## src/serial_flash_pkg.sv

```systemverilog
// constants and types shared by the serial flash pin front end
`default_nettype none
package serial_flash_pkg;
   // array geometry
   localparam int unsigned PAGE_BYTES = 256;
   localparam int unsigned SECTOR_PAGES = 16;
   localparam int unsigned SMALL_BLOCK_PAGES = 128;
   localparam int unsigned LARGE_BLOCK_PAGES = 256;
   localparam int unsigned PAGE_COUNT_DEF = 4096;
   localparam int unsigned UID_BITS = 64;
   // register byte offsets
   localparam logic [7:0] CTRL_OFS = 8'h00;
   localparam logic [7:0] TXDATA_OFS = 8'h04;
   localparam logic [7:0] STATUS_OFS = 8'h08;
   localparam logic [7:0] COUNT_OFS = 8'h0C;
   localparam logic [7:0] UID_LO_OFS = 8'h10;
   localparam logic [7:0] UID_HI_OFS = 8'h14;
   localparam logic [7:0] GEOM_OFS = 8'h18;
   // control fields
   localparam int QE_POS = 0;
   localparam int MODE_POS = 1;
   localparam int UIDSRC_POS = 3;
   localparam int LOCK_POS = 4;
   localparam int TB_POS = 6;
   localparam int SEC_POS = 7;
   localparam int REGION_POS = 8;
   localparam int DRIVE_POS = 11;
   localparam int ERASE_POS = 12;
   localparam logic [13:0] CTRL_RESET = 14'h0000;
   localparam logic [7:0] TXDATA_RESET = 8'hFF;
   // status-register-like fields guarded by write protection
   localparam logic [13:0] CTRL_GUARDED = 14'h07F1;
   // pin vector positions
   localparam int PIN_SCK = 4;
   localparam int PIN_CS = 5;
   // all low: select must be seen high on the pin before its first fall counts
   localparam logic [5:0] PIN_RESET = 6'h00;
   localparam logic [1:0] RESP_OKAY = 2'h0;
   localparam logic [1:0] RESP_SLVERR = 2'h2;
   typedef enum logic [1:0] {
      LANE_SINGLE = 2'h0,
      LANE_DUAL = 2'h1,
      LANE_QUAD = 2'h3
   } lane_mode_type;
   typedef enum logic [1:0] {
      PH_IDLE = 2'h0,
      PH_INSTR = 2'h1,
      PH_DATA = 2'h3
   } phase_type;
endpackage
`default_nettype wire

```

## src/serial_flash_pin_interface.sv

```systemverilog
// serial flash pin front end with an AXI4-Lite control slave
// What this block does
// - select high: deselected, every data lane output released
// - select low selects; only then instruction bits in and data out
// - after reset nothing is accepted before a select high-to-low edge
// - single lane: sample serial input on each serial clock rising edge
// - single lane: launch read data on lane 1 at falling edges
// - dual and quad lanes: capture on rising, launch on falling edges
// - quad needs quad lane enable; then protect and pause pins are lanes 2, 3
// - active-low write protect with lock bits blocks status writes, protects array
// - quad lane enable disables hardware write protection
// - pause low while selected: outputs released, input and clock ignored
// - pause release continues from the state held at pause
// - quad lane enable disables the pause function
// - pages of 256 bytes; one program writes 1 to 256 bytes
// - erase units: 16, 128, 256 pages or the whole array
// - page count is a parameter: 4096, 8192 or 16384
// - a 64-bit unique serial number is readable by the host
// - only clock modes 0 and 3, clock idle at select edges
// - pause acts at its edge with clock low, else after next falling edge
// - pause applies to single and dual operation only
`timescale 1ns/1ps
`default_nettype none
module serial_flash_pin_interface #(
   parameter int unsigned PAGE_COUNT = serial_flash_pkg::PAGE_COUNT_DEF,
   // arbitrary value
   parameter logic [63:0] UNIQUE_ID = 64'h0123_4567_89AB_CDEF
) (
   // clock and reset
   input wire logic core_clk,
   input wire logic rst_b,
   // axi4-lite write
   input wire logic [7:0] s_axi_awaddr,
   input wire logic s_axi_awvalid,
   output logic s_axi_awready,
   input wire logic [31:0] s_axi_wdata,
   input wire logic [3:0] s_axi_wstrb,
   input wire logic s_axi_wvalid,
   output logic s_axi_wready,
   output logic [1:0] s_axi_bresp,
   output logic s_axi_bvalid,
   input wire logic s_axi_bready,
   // axi4-lite read
   input wire logic [7:0] s_axi_araddr,
   input wire logic s_axi_arvalid,
   output logic s_axi_arready,
   output logic [31:0] s_axi_rdata,
   output logic [1:0] s_axi_rresp,
   output logic s_axi_rvalid,
   input wire logic s_axi_rready,
   // flash pins
   input wire logic sck,
   input wire logic cs_b,
   input wire logic [3:0] lane_in,
   output logic [3:0] lane_out,
   output logic [3:0] lane_oe
);
   ////////////////////////////////////////////////////////////////////////
   function automatic logic [15:0] erase_pages(input logic [1:0] kind);
      unique case (kind)
         2'h0: erase_pages = 16'(serial_flash_pkg::SECTOR_PAGES);
         2'h1: erase_pages = 16'(serial_flash_pkg::SMALL_BLOCK_PAGES);
         2'h2: erase_pages = 16'(serial_flash_pkg::LARGE_BLOCK_PAGES);
         2'h3: erase_pages = 16'(PAGE_COUNT);
      endcase
   endfunction

   function automatic logic [3:0] lane_mask(input logic [2:0] w);
      unique case (w)
         3'h2: lane_mask = 4'h3;
         3'h4: lane_mask = 4'hF;
         default: lane_mask = 4'h2;
      endcase
   endfunction

   ////////////////////////////////////////////////////////////////////////
   logic [5:0] pin_m_r;
   logic [5:0] pin_s_r;
   logic sck_d_r;
   logic cs_d_r;
   logic [13:0] ctrl_r;
   logic [7:0] txdata_r;
   logic armed_r;
   logic selected_r;
   logic paused_r;
   logic blocked_r;
   serial_flash_pkg::phase_type phase_r;
   logic [2:0] bit_cnt_r;
   logic [7:0] rx_sh_r;
   logic [7:0] instr_r;
   logic [7:0] rx_byte_r;
   logic [15:0] rx_count_r;
   logic [8:0] prog_count_r;
   logic [7:0] tx_sh_r;
   logic [3:0] tx_left_r;
   logic [2:0] uid_idx_r;
   logic tx_started_r;
   logic aw_held_r;
   logic w_held_r;
   logic [7:0] aw_addr_r;
   logic [31:0] w_data_r;
   logic [3:0] w_strb_r;
   logic cs_s;
   logic sck_s;
   logic sck_rise;
   logic sck_fall;
   logic cs_fall;
   logic qe;
   logic act;
   logic pause_allowed;
   logic [2:0] width;
   logic [3:0] bit_sum;
   logic [7:0] rx_sh_nxt;
   logic [7:0] tx_cur;
   logic [7:0] tx_next_byte;
   logic wr_commit;
   logic [31:0] rd_word;
   logic rd_ok;

   ////////////////////////////////////////////////////////////////////////
   // pins cross from the host's clock domain through two flops
   always_ff @(posedge core_clk or negedge rst_b) begin
      if (!rst_b) begin
         pin_m_r <= serial_flash_pkg::PIN_RESET;
         pin_s_r <= serial_flash_pkg::PIN_RESET;
         sck_d_r <= 1'b0;
         cs_d_r <= 1'b0;
      end else begin
         pin_m_r <= {cs_b, sck, lane_in};
         pin_s_r <= pin_m_r;
         sck_d_r <= pin_s_r[serial_flash_pkg::PIN_SCK];
         cs_d_r <= pin_s_r[serial_flash_pkg::PIN_CS];
      end
   end

   assign cs_s = pin_s_r[serial_flash_pkg::PIN_CS];
   assign sck_s = pin_s_r[serial_flash_pkg::PIN_SCK];
   // idle level is free: mode 3's leading falling edge lands in the instruction phase and is ignored
   assign sck_rise = sck_s & ~sck_d_r;
   assign sck_fall = ~sck_s & sck_d_r;
   assign cs_fall = ~cs_s & cs_d_r;
   assign qe = ctrl_r[serial_flash_pkg::QE_POS];
   assign act = selected_r & ~paused_r & ~cs_s;
   assign pause_allowed = selected_r & ~qe & ~cs_s;

   // quad falls back to one lane unless quad lanes are enabled
   always_comb begin
      width = 3'h1;
      if (phase_r == serial_flash_pkg::PH_DATA) begin
         unique case (serial_flash_pkg::lane_mode_type'(ctrl_r[serial_flash_pkg::MODE_POS +: 2]))
            serial_flash_pkg::LANE_DUAL: width = 3'h2;
            serial_flash_pkg::LANE_QUAD: width = qe ? 3'h4 : 3'h1;
            default: width = 3'h1;
         endcase
      end
   end

   ////////////////////////////////////////////////////////////////////////
   // selection: a fresh fall of select is needed after reset
   always_ff @(posedge core_clk or negedge rst_b) begin
      if (!rst_b) begin
         armed_r <= 1'b0;
         selected_r <= 1'b0;
      end else begin
         if (cs_s) begin
            armed_r <= 1'b1;
         end
         if (cs_s) begin
            selected_r <= 1'b0;
         end else if (cs_fall && armed_r) begin
            selected_r <= 1'b1;
         end
      end
   end

   // pause follows the pin only while the clock is low
   always_ff @(posedge core_clk or negedge rst_b) begin
      if (!rst_b) begin
         paused_r <= 1'b0;
      end else if (!pause_allowed) begin
         paused_r <= 1'b0;
      end else if (!sck_s) begin
         paused_r <= ~pin_s_r[3];
      end
   end

   // status writes locked by the protect pin unless it is lane 2
   always_ff @(posedge core_clk or negedge rst_b) begin
      if (!rst_b) begin
         blocked_r <= 1'b0;
      end else begin
         blocked_r <= ctrl_r[serial_flash_pkg::LOCK_POS + 1]
            | (ctrl_r[serial_flash_pkg::LOCK_POS] & ~qe & ~pin_s_r[2]);
      end
   end

   ////////////////////////////////////////////////////////////////////////
   assign bit_sum = {1'b0, bit_cnt_r} + {1'b0, width};

   always_comb begin
      unique case (width)
         3'h2: rx_sh_nxt = {rx_sh_r[5:0], pin_s_r[1], pin_s_r[0]};
         3'h4: rx_sh_nxt = {rx_sh_r[3:0], pin_s_r[3:0]};
         default: rx_sh_nxt = {rx_sh_r[6:0], pin_s_r[0]};
      endcase
   end

   // capture on rising edges; bit and page counters restart when select rises, byte count on its fall
   always_ff @(posedge core_clk or negedge rst_b) begin
      if (!rst_b) begin
         phase_r <= serial_flash_pkg::PH_IDLE;
         bit_cnt_r <= 3'h0;
         rx_sh_r <= 8'h00;
         instr_r <= 8'h00;
         rx_byte_r <= 8'h00;
         rx_count_r <= 16'h0000;
         prog_count_r <= 9'h000;
      end else if (cs_s) begin
         phase_r <= serial_flash_pkg::PH_IDLE;
         bit_cnt_r <= 3'h0;
         prog_count_r <= 9'h000;
      end else if (cs_fall && armed_r) begin
         phase_r <= serial_flash_pkg::PH_INSTR;
         bit_cnt_r <= 3'h0;
         rx_count_r <= 16'h0000;
      end else if (sck_rise && act && phase_r != serial_flash_pkg::PH_IDLE) begin
         rx_sh_r <= rx_sh_nxt;
         bit_cnt_r <= bit_sum[2:0];
         if (bit_sum[3]) begin
            if (phase_r == serial_flash_pkg::PH_INSTR) begin
               instr_r <= rx_sh_nxt;
               phase_r <= serial_flash_pkg::PH_DATA;
            end else if (!ctrl_r[serial_flash_pkg::DRIVE_POS]) begin
               rx_byte_r <= rx_sh_nxt;
               rx_count_r <= rx_count_r + 16'h0001;
               if (prog_count_r != 9'(serial_flash_pkg::PAGE_BYTES)) begin
                  prog_count_r <= prog_count_r + 9'h001;
               end
            end
         end
      end
   end

   ////////////////////////////////////////////////////////////////////////
   assign tx_next_byte = ctrl_r[serial_flash_pkg::UIDSRC_POS]
      ? UNIQUE_ID[8 * (7 - uid_idx_r) +: 8] : txdata_r;

   always_comb begin
      if (tx_left_r == 4'h0) begin
         tx_cur = tx_next_byte;
      end else begin
         unique case (width)
            3'h2: tx_cur = {tx_sh_r[5:0], 2'h0};
            3'h4: tx_cur = {tx_sh_r[3:0], 4'h0};
            default: tx_cur = {tx_sh_r[6:0], 1'b0};
         endcase
      end
   end

   // launch on falling edges in the data phase
   always_ff @(posedge core_clk or negedge rst_b) begin
      if (!rst_b) begin
         tx_sh_r <= 8'h00;
         tx_left_r <= 4'h0;
         uid_idx_r <= 3'h0;
         tx_started_r <= 1'b0;
         lane_out <= 4'h0;
      end else if (cs_s) begin
         tx_left_r <= 4'h0;
         uid_idx_r <= 3'h0;
         tx_started_r <= 1'b0;
         lane_out <= 4'h0;
      end else if (sck_fall && act && phase_r == serial_flash_pkg::PH_DATA
                   && ctrl_r[serial_flash_pkg::DRIVE_POS]) begin
         tx_sh_r <= tx_cur;
         tx_started_r <= 1'b1;
         tx_left_r <= ((tx_left_r == 4'h0) ? 4'h8 : tx_left_r) - {1'b0, width};
         if (tx_left_r == 4'h0) begin
            uid_idx_r <= uid_idx_r + 3'h1;
         end
         unique case (width)
            3'h2: lane_out <= {2'h0, tx_cur[7:6]};
            3'h4: lane_out <= tx_cur[7:4];
            default: lane_out <= {2'h0, tx_cur[7], 1'b0};
         endcase
      end
   end

   // released while deselected or paused; mode may change lanes mid frame
   always_ff @(posedge core_clk or negedge rst_b) begin
      if (!rst_b) begin
         lane_oe <= 4'h0;
      end else if (act && tx_started_r && ctrl_r[serial_flash_pkg::DRIVE_POS]) begin
         lane_oe <= lane_mask(width);
      end else begin
         lane_oe <= 4'h0;
      end
   end

   ////////////////////////////////////////////////////////////////////////
   // axi4-lite write: address and data held independently
   assign wr_commit = aw_held_r & w_held_r & ~s_axi_bvalid;

   always_ff @(posedge core_clk or negedge rst_b) begin
      if (!rst_b) begin
         aw_held_r <= 1'b0;
         w_held_r <= 1'b0;
         aw_addr_r <= 8'h00;
         w_data_r <= 32'h0000_0000;
         w_strb_r <= 4'h0;
         s_axi_awready <= 1'b1;
         s_axi_wready <= 1'b1;
         s_axi_bvalid <= 1'b0;
         s_axi_bresp <= serial_flash_pkg::RESP_OKAY;
      end else begin
         if (s_axi_awvalid && s_axi_awready) begin
            aw_held_r <= 1'b1;
            aw_addr_r <= s_axi_awaddr;
            s_axi_awready <= 1'b0;
         end
         if (s_axi_wvalid && s_axi_wready) begin
            w_held_r <= 1'b1;
            w_data_r <= s_axi_wdata;
            w_strb_r <= s_axi_wstrb;
            s_axi_wready <= 1'b0;
         end
         if (wr_commit) begin
            aw_held_r <= 1'b0;
            w_held_r <= 1'b0;
            s_axi_bvalid <= 1'b1;
            s_axi_bresp <= (aw_addr_r == serial_flash_pkg::CTRL_OFS
               || aw_addr_r == serial_flash_pkg::TXDATA_OFS)
               ? serial_flash_pkg::RESP_OKAY : serial_flash_pkg::RESP_SLVERR;
         end
         if (s_axi_bvalid && s_axi_bready) begin
            s_axi_bvalid <= 1'b0;
            s_axi_awready <= 1'b1;
            s_axi_wready <= 1'b1;
         end
      end
   end

   // guarded fields keep their value while writes are blocked
   always_ff @(posedge core_clk or negedge rst_b) begin
      if (!rst_b) begin
         ctrl_r <= serial_flash_pkg::CTRL_RESET;
         txdata_r <= serial_flash_pkg::TXDATA_RESET;
      end else if (wr_commit && w_strb_r[0] && aw_addr_r == serial_flash_pkg::TXDATA_OFS) begin
         txdata_r <= w_data_r[7:0];
      end else if (wr_commit && aw_addr_r == serial_flash_pkg::CTRL_OFS) begin
         for (int i = 0; i < 14; i++) begin
            if (w_strb_r[i / 8] && !(blocked_r && serial_flash_pkg::CTRL_GUARDED[i])) begin
               ctrl_r[i] <= w_data_r[i];
            end
         end
      end
   end

   ////////////////////////////////////////////////////////////////////////
   always_comb begin
      rd_word = 32'h0000_0000;
      rd_ok = 1'b1;
      unique case (s_axi_araddr)
         serial_flash_pkg::CTRL_OFS: rd_word = {18'h0, ctrl_r};
         serial_flash_pkg::TXDATA_OFS: rd_word = {24'h0, txdata_r};
         serial_flash_pkg::STATUS_OFS: rd_word = {rx_byte_r, instr_r, 2'h0,
            (ctrl_r[serial_flash_pkg::MODE_POS +: 2] == 2'h3) & ~qe,
            blocked_r & (ctrl_r[serial_flash_pkg::REGION_POS +: 3] != 3'h0),
            blocked_r, paused_r, armed_r, selected_r, 8'h00};
         serial_flash_pkg::COUNT_OFS: rd_word = {7'h0, prog_count_r, rx_count_r};
         serial_flash_pkg::UID_LO_OFS: rd_word = UNIQUE_ID[31:0];
         serial_flash_pkg::UID_HI_OFS: rd_word = UNIQUE_ID[63:32];
         serial_flash_pkg::GEOM_OFS: rd_word = {erase_pages(ctrl_r[serial_flash_pkg::ERASE_POS +: 2]),
            16'(PAGE_COUNT)};
         default: rd_ok = 1'b0;
      endcase
   end

   always_ff @(posedge core_clk or negedge rst_b) begin
      if (!rst_b) begin
         s_axi_arready <= 1'b1;
         s_axi_rvalid <= 1'b0;
         s_axi_rdata <= 32'h0000_0000;
         s_axi_rresp <= serial_flash_pkg::RESP_OKAY;
      end else if (s_axi_arvalid && s_axi_arready) begin
         s_axi_arready <= 1'b0;
         s_axi_rvalid <= 1'b1;
         s_axi_rdata <= rd_word;
         s_axi_rresp <= rd_ok ? serial_flash_pkg::RESP_OKAY : serial_flash_pkg::RESP_SLVERR;
      end else if (s_axi_rvalid && s_axi_rready) begin
         s_axi_rvalid <= 1'b0;
         s_axi_arready <= 1'b1;
      end
   end

   ////////////////////////////////////////////////////////////////////////
   chk_deselect_release: assert property (@(posedge core_clk) disable iff (!rst_b)
      cs_s |=> lane_oe == 4'h0) else $error("lanes driven while deselected");
   chk_select_on_fall: assert property (@(posedge core_clk) disable iff (!rst_b)
      $rose(selected_r) |-> $past(cs_d_r) && !$past(cs_s)) else $error("select without fall");
   chk_no_unarmed: assert property (@(posedge core_clk) disable iff (!rst_b)
      !armed_r |-> !selected_r && phase_r == serial_flash_pkg::PH_IDLE) else $error("selected before armed");
   chk_instr_shift: assert property (@(posedge core_clk) disable iff (!rst_b)
      sck_rise && act && !cs_s && phase_r == serial_flash_pkg::PH_INSTR
      |=> bit_cnt_r == 3'($past(bit_cnt_r) + 3'h1)) else $error("instruction bit missed");
   chk_launch_fall: assert property (@(posedge core_clk) disable iff (!rst_b)
      $changed(lane_out) |-> $past(sck_fall) || $past(cs_s)) else $error("launch off falling edge");
   chk_quad_gate: assert property (@(posedge core_clk) disable iff (!rst_b)
      !qe |-> width != 3'h4) else $error("quad without enable");
   chk_wp_blocks: assert property (@(posedge core_clk) disable iff (!rst_b)
      ctrl_r[serial_flash_pkg::LOCK_POS] && !qe && !pin_s_r[2] |=> blocked_r) else $error("protect ignored");
   chk_qe_frees_wp: assert property (@(posedge core_clk) disable iff (!rst_b)
      qe && !ctrl_r[serial_flash_pkg::LOCK_POS + 1] |=> !blocked_r) else $error("protect active in quad");
   chk_pause_release: assert property (@(posedge core_clk) disable iff (!rst_b)
      paused_r |=> lane_oe == 4'h0) else $error("lanes driven in pause");
   chk_pause_freeze: assert property (@(posedge core_clk) disable iff (!rst_b)
      paused_r && !cs_s |=> $stable(bit_cnt_r) && $stable(tx_sh_r)) else $error("state moved in pause");
   chk_qe_no_pause: assert property (@(posedge core_clk) disable iff (!rst_b)
      qe |=> !paused_r) else $error("pause in quad");
   chk_page_cap: assert property (@(posedge core_clk) disable iff (!rst_b)
      prog_count_r <= 9'(serial_flash_pkg::PAGE_BYTES)) else $error("page count overrun");
   chk_pause_clock_low: assert property (@(posedge core_clk) disable iff (!rst_b)
      $rose(paused_r) |-> !$past(sck_s)) else $error("pause with clock high");
   chk_cs_rise_clear: assert property (@(posedge core_clk) disable iff (!rst_b)
      cs_s |=> bit_cnt_r == 3'h0 && phase_r == serial_flash_pkg::PH_IDLE) else $error("counters kept");
   cov_instr_done: cover property (@(posedge core_clk) disable iff (!rst_b)
      phase_r == serial_flash_pkg::PH_INSTR ##1 phase_r == serial_flash_pkg::PH_DATA);
   cov_pause: cover property (@(posedge core_clk) disable iff (!rst_b) $rose(paused_r));
   cov_quad_out: cover property (@(posedge core_clk) disable iff (!rst_b) lane_oe == 4'hF);
endmodule // serial_flash_pin_interface
`default_nettype wire

```

## config.mk

```make
export PLATFORM = sky130hd
export DESIGN_NAME = serial_flash_pin_interface
export DESIGN_NICKNAME = d
export VERILOG_FILES = /design/src/serial_flash_pkg.sv /design/src/serial_flash_pin_interface.sv
export SDC_FILE = /design/constraint.sdc
export NUM_CORES = 1
export LEC_CHECK = 0
export BUFFER_PORTS_ARGS = -buffer_cell sky130_fd_sc_hd__buf_2
export CAP_MARGIN = 15
export CORE_AREA = 2 2 157 159
export CTS_CLUSTER_SIZE = 25
export DETAILED_ROUTE_END_ITERATION = 10
export DIE_AREA = 0 0 159 161
export GPL_TIMING_DRIVEN = 0
export SYNTH_ARGS = -nofsm -noshare
export SYNTH_HDL_FRONTEND = slang
export SYNTH_SLANG_ARGS = --single-unit
```

## constraint.sdc

```tcl
create_clock -name core_clk -period 2.4 [get_ports core_clk]
set_input_delay 0.36 -clock core_clk [delete_from_list [all_inputs] [get_ports core_clk]]
set_output_delay 0.36 -clock core_clk [all_outputs]
set_load 0.01 [all_outputs]
```

==> results.cfg, run 1 <==
[status]
status = finished clean

[sta]
fin_skew_ns = 0.008460
fmax_mhz = 427.6
layout_min_cycle_time_ns = 2.339
setup_viol = 0
finalMaxSlewViolations = 0
finalCritPeriodShare_pct = 97.45
finalHoldViolCount = 0
slew_headroom_pct = 38.05
tightest_slew_ns = 0.9207

[synthesis]
syn-instance-count = 732
synth_warnings = 0
synth-compound-area-share_pct = 12.23
ys_seq_area_share_pct = 54.46
synth_xor_area_share_pct = 2.640
synth_top_family_by_area = simple AND/OR/NAND/NOR gates
synth_area_mm2 = 0.008295
async_flop_share_pct = 100.0
synth-edff-count = 0
ys_ff_latch = 180
synthMuxAreaShare_pct = 11.90
synthAdderAreaFrac_pct = 1.991
avgSynthCellArea_um2 = 11.33
synth_flop_cell = dfrtp_1
ys_types = 70
synthSimpleGateAreaFrac_pct = 13.80

[cts]
clock-sinks = 180
clk_path_buf_depth = 2
ctsHtreeMaxLevel = 4
clk_pin_slew_ns = 0.07
cts_tree = built
ctsRootBufferMaster = clkbuf_16
clk_latency_ns = 0.43
cts_made_buffers = 17

[layout]
regArea_mm2 = 0.004523
fill_cells = 2321
fin_cells = 1192
area_delta_synth_final_pct = 22.38
most-common-layout-cells = dfrtp_1 (165), buf_2 (95), mux2_2 (76), nor2_1 (58), nand2_1 (51)
layout_commonest_cell = dfrtp_1
drive_above_1_share_pct = 31.57
diodes = 0
multi_input_area_mm2 = 0.003734
nNetsFinal = 932

[grt]
track_usage_pct = 17.48
antenna_found_initial = 0
grt_pass1_vias = 6270
grt_max_degree = 106
grt_pass1_wl_um = 35120
grt_remaining_overflow = 0

[place]
portBuffers = 89
dp_cells = 1147
place.gp.congestion = 0.8522
hpwl_um = 15330

[power]
peakVddDrop_uv = 435.2
p_leak_uw = 0.004618
powerDensity_mw_per_mm2 = 721.4
p_total_uw = 7324

[critical_path]
cpLargestDelayFamily = simple AND/OR/NAND/NOR gates
critical_path.cell_chain = and3_4 > nand2_8 > inv_8 > ha_4 > a21o_1 > a21oi_4 > nor2_4 > and4bb_1 > buf_6 > mux2_4
critPathCaptureType = flip-flop
crit_path_start_kind = flip-flop
worstPathArrival_ns = 2.65
cpMaxStageDelayCell = dfrtp_2
cp_data_required_time_ns = 2.71
cp_num_buf_inv = 2
critPathKind = reg -> reg
critPathMaxFanout = 8
slowest_delay_ns = 0.40

[drt]
vias_per_cell = 5.254
wirelength_um = 21860
drc_errors = 0
drtAntennaViolNets = 0
avgRoutedWirePerCell_um = 18.34
firstDrtPassIters = 5
drtIter0Drc = 442
via_count = 6263

[floorplanning]
fp.dieW_um = 159
ios = 114
start_util_pct = 34.62
die_area_mm2 = 0.02560
core_area_mm2 = 0.02396
die_h_um = 161
rows = 57

[flow_run]
maxCapViolCount = 0

[hold_path]
min_path_type = in -> reg
## final cells by class
cell class	count	area share [%]
repair buffers	104	6.014
multi-input cells	495	36.78
plain buffers	37	1.898
well taps	324	3.993
clock buffers	18	4.227
inverters	20	0.8750
flip-flops and latches	180	44.55
clock inverters	14	1.664
## state kept, by name (all words and copies together) (netlist names), 4 cells and up
| register | flops |
|---|---|
| s_axi_rdata | 32 |
| rx_count_r | 16 |
| ctrl_r | 14 |
| w_data_r | 14 |
| prog_count_r | 9 |
| aw_addr_r | 8 |
| instr_r | 8 |
| rx_byte_r | 8 |
| txdata_r | 8 |
| rx_sh_r | 7 |
| tx_sh_r | 7 |
| pin_m_r | 6 |
| pin_s_r | 6 |
| lane_out | 4 |
| tx_left_r | 4 |
## final timing paths
check                           start              end  slack, ns  depth (start not counted)
max reg2reg                 ctrl_r[1]       instr_r[5]       0.06                         10
min                        lane_in[0]       pin_m_r[0]       0.03                          1
max in group asynchronous       rst_b     s_axi_wready       0.98                          3
min in group asynchronous       rst_b  prog_count_r[3]       0.49                          2
max                         ctrl_r[1]       instr_r[5]       0.06                         10
min reg2reg                pin_m_r[1]       pin_s_r[1]       0.35                          0
## stage by stage
stage	setup slack [ns]	TNS (ns)	util, %	instance area (um^2)	hold slack, ns
finish	0.06110	0	42.37	10150	0.02938
global route	-0.001956	-0.001956	42.37	10150	0.01968
CTS	-0.01074	-0.01673	42.01	10070	0.01253
detailed placement	-0.5235	-18.11	38.40	9203	0.3410
global placement	-2.076	-375.93	38.25	9165	0.3340
floorplan	0.01608	0	-	8314	0.06441
## layer usage
metal  wire, um  GRT usage, %  part of all wire, %  vias to the layer above
met4        431         5.950                  2.0                        0
li1           -             -                    -                     2884
met5          0             0                    0                        -
met2      10240         27.81                   47                      191
met3       1220         3.955                  5.6                       25
met1       9967         23.73                   46                     3163
## worst register-to-register path: stages (launching register included)
cell and delay, ns:
dfrtp_2 0.40, and3_4 0.30, nand2_8 0.09, inv_8 0.06
ha_4 0.18, a21o_1 0.20, a21oi_4 0.26, nor2_4 0.07
and4bb_1 0.22, buf_6 0.15, mux2_4 0.30
## power by group
group / switching [uW] / internal [uW]
Clock: 1300 / 1580
Sequential: 248 / 3380
Combinational: 410 / 409
Total: 1960 / 5370
## synth_stat cells (all sizes together) (11+ instances only)
library cell | n | share of area (%)
dfstp | 11 | 3.5
mux2i | 12 | 1.4
nand3b | 17 | 1.5
clkbuf | 22 | 1.0
nor2 | 60 | 2.7
o21ai | 45 | 2.8
nand2 | 52 | 2.4
a22o | 11 | 1.2
a21oi | 41 | 2.5
dfrtp | 169 | 51
nand3 | 14 | 0.90
nor3 | 12 | 1.1
a221o | 13 | 1.6
inv | 20 | 0.90
xnor2 | 24 | 2.5
mux2 | 77 | 10
buf | 16 | 1.0
## cells by family (layout without fill, tap and decap cells)
kind of cell | after synthesis | count (layout)
AND/OR/NAND/NOR | 211 | 211
flip-flops | 180 | 180
buffers and inverters | 58 | 193
multiplexers | 89 | 89
adder cells (fa/ha/maj) | 12 | 12
XOR/XNOR | 25 | 25
AO/OA/AOI/OAI | 156 | 156
other | 1 | 2
## repair_timing
action                     4_1_cts  5_1_grt
hold buffers                     1        0
pin swaps                        6        7
hold endpoints to repair        70        0
setup buffers                    9        4
resized for setup               37       16
setup endpoints to repair       41       35
Power figures use the tool's default switching activity.
==> run 2, diff against run 1 <==
==> constraint.sdc (replaced) <==
create_clock -name core_clk -period 3 [get_ports core_clk]
set_input_delay 0.45 -clock core_clk [delete_from_list [all_inputs] [get_ports core_clk]]
set_output_delay 0.45 -clock core_clk [all_outputs]
set_load 0.01 [all_outputs]
==> results.cfg, run 2 (synthesized netlist as in run 1, its figures left out) <==
[status]
status = finished clean

[floorplanning]
die_h_um = 161
core_area_mm2 = 0.02396
die_area_mm2 = 0.02560
fp.dieW_um = 159
rows = 57
ios = 114
start_util_pct = 34.62

[critical_path]
critPathKind = reg -> reg
crit_path_start_kind = flip-flop
critPathCaptureType = flip-flop
cpMaxStageDelayCell = dfrtp_1
worstPathArrival_ns = 3.20
cp_data_required_time_ns = 3.29
critPathMaxFanout = 10
slowest_delay_ns = 0.45
cpLargestDelayFamily = buffers and inverters
cp_num_buf_inv = 3
critical_path.cell_chain = and3_1 > buf_2 > nand2_4 > inv_2 > ha_1 > a21o_1 > a21oi_4 > clkbuf_1 > nor3_1 > xnor2_1 > nor2_1

[cts]
clk_path_buf_depth = 2
clk_latency_ns = 0.43
ctsRootBufferMaster = clkbuf_16
cts_tree = built
clk_pin_slew_ns = 0.07
cts_made_buffers = 17
cts_hold_buffers = 0
ctsHtreeMaxLevel = 4
clock-sinks = 180

[sta]
rsz0062_at_grt = yes
setup_viol = 0
finalCritPeriodShare_pct = 97.01
finalHoldViolCount = 0
layout_min_cycle_time_ns = 2.910
fmax_mhz = 343.6
fin_skew_ns = 0.01036
finalMaxSlewViolations = 0
tightest_slew_ns = 0.9505
worst_hold_slack_ns = 0.03054
slew_headroom_pct = 36.05

[drt]
avgRoutedWirePerCell_um = 17.75
firstDrtPassIters = 4
wirelength_um = 20930
vias_per_cell = 5.205
via_count = 6137
drtIter0Drc = 471
drtAntennaViolNets = 0
drc_errors = 0

[grt]
antenna_found_initial = 0
grt_max_degree = 98
grt.busiest_layer = met2
grt_pass1_vias = 6079
grt_pass1_wl_um = 34270
grt_use_met1_pct = 24.29
grt_remaining_overflow = 0
track_usage_pct = 16.96
grtUsageMet2_pct = 26.70
use_met3_pct = 2.928

[layout]
largest-register = s_axi_rdata
area_delta_synth_final_pct = 17.62
drive_above_1_share_pct = 27.60
largest_registers = s_axi_rdata x32, rx_count_r x16
nNetsFinal = 919
largest_reg_flops = 32
most-common-layout-cells = dfrtp_1 (169), buf_2 (96), mux2_2 (77), nor2_1 (59), nand2_1 (51)
layout_commonest_cell = dfrtp_1
diodes = 0
fin_area_mm2 = 0.009757

[flow_run]
maxCapViolCount = 0

[place]
portBuffers = 89
hpwl_um = 15410
place.gp.congestion = 0.8192
placed_area_mm2 = 0.009188

[hold_path]
min_path_type = in -> async

[power]
p_leak_uw = 0.004424
peakVddDrop_uv = 428.5
powerDensity_mw_per_mm2 = 579.0
run 2: changes by cell type in the layout (fill, tap and decap cells not counted), moves of 4 or more:
cell,delta
nor4_4,-4
buf_4,-9
dfrtp_2,-4
dfrtp_1,+4
nor4_1,+6
clkinv_4,+5
clkbuf_1,+4
run 2: worst reg2reg max path, stage by stage (launching register included):
cell      delay [ns]
dfrtp_1         0.45
and3_1          0.18
buf_2           0.24
nand2_4         0.16
inv_2           0.17
ha_1            0.25
a21o_1          0.21
a21oi_4         0.28
clkbuf_1        0.42
nor3_1          0.18
xnor2_1         0.17
nor2_1          0.06
run 2: stage by stage:
step | TNS (ns) | worst slack, ns | util [%] | total power, uW | cells
after CTS | 0 | 0.07667 | 40.72 | 5715 | 1179
final | 0 | 0.08968 | 40.72 | 5650 | 1179
after global placement | -262.54 | -1.532 | 38.18 | 3566 | 1146
after global routing | -1.197 | -0.09719 | 40.72 | 5918 | 1179
after detailed placement | -2.892 | -0.1797 | 38.34 | 3592 | 1147
after floorplan | 0 | 0.4279 | - | 3311 | 733
run 2: report_power, final:
group | total, uW | internal, uW | switching (uW)
registers | 2910 | 2710 | 200
clock network | 2120 | 1120 | 993
logic | 626 | 317 | 309
run 2: worst paths after layout:
check	from	slack, ns	cells past startpoint	end
worst max-delay path	phase_r[0]	0.09	11	prog_count_r[0]
worst min-delay path	rst_b	0.03	1	s_axi_rdata[14]
worst max register to register	phase_r[0]	0.09	11	prog_count_r[0]
worst min register to register	pin_m_r[4]	0.35	0	pin_s_r[4]
max in group asynchronous	rst_b	2.04	2	txdata_r[6]
min in group core_clk	sck	0.12	1	pin_m_r[4]
run 2: area by class of cell:
| class | instances | area [um^2] |
|---|---|---|
| Timing Repair Buffer | 90 | 483.0 |
| Multi-Input combinational cell | 495 | 3551 |
| Buffer | 38 | 167.7 |
| Clock buffer | 21 | 460.4 |
| Sequential cell | 180 | 4518 |
| Fill cell | 2391 | 14210 |
| Inverter | 20 | 75.07 |
| Clock inverter | 11 | 96.34 |
| Tap cell | 324 | 405.4 |
run 2: timing repair:
action                                  CTS  global route
resized for setup                         3             0
endpoints found under the hold margin     0             0
setup buffers                             0             0
endpoints found under the setup margin   28            27
run 2: per-layer routing:
layer,vias to the layer above,share of wire [%]
met5,-,0
met4,0,1.5
met3,24,5.1
met2,177,47
met1,3068,47
li1,2868,-
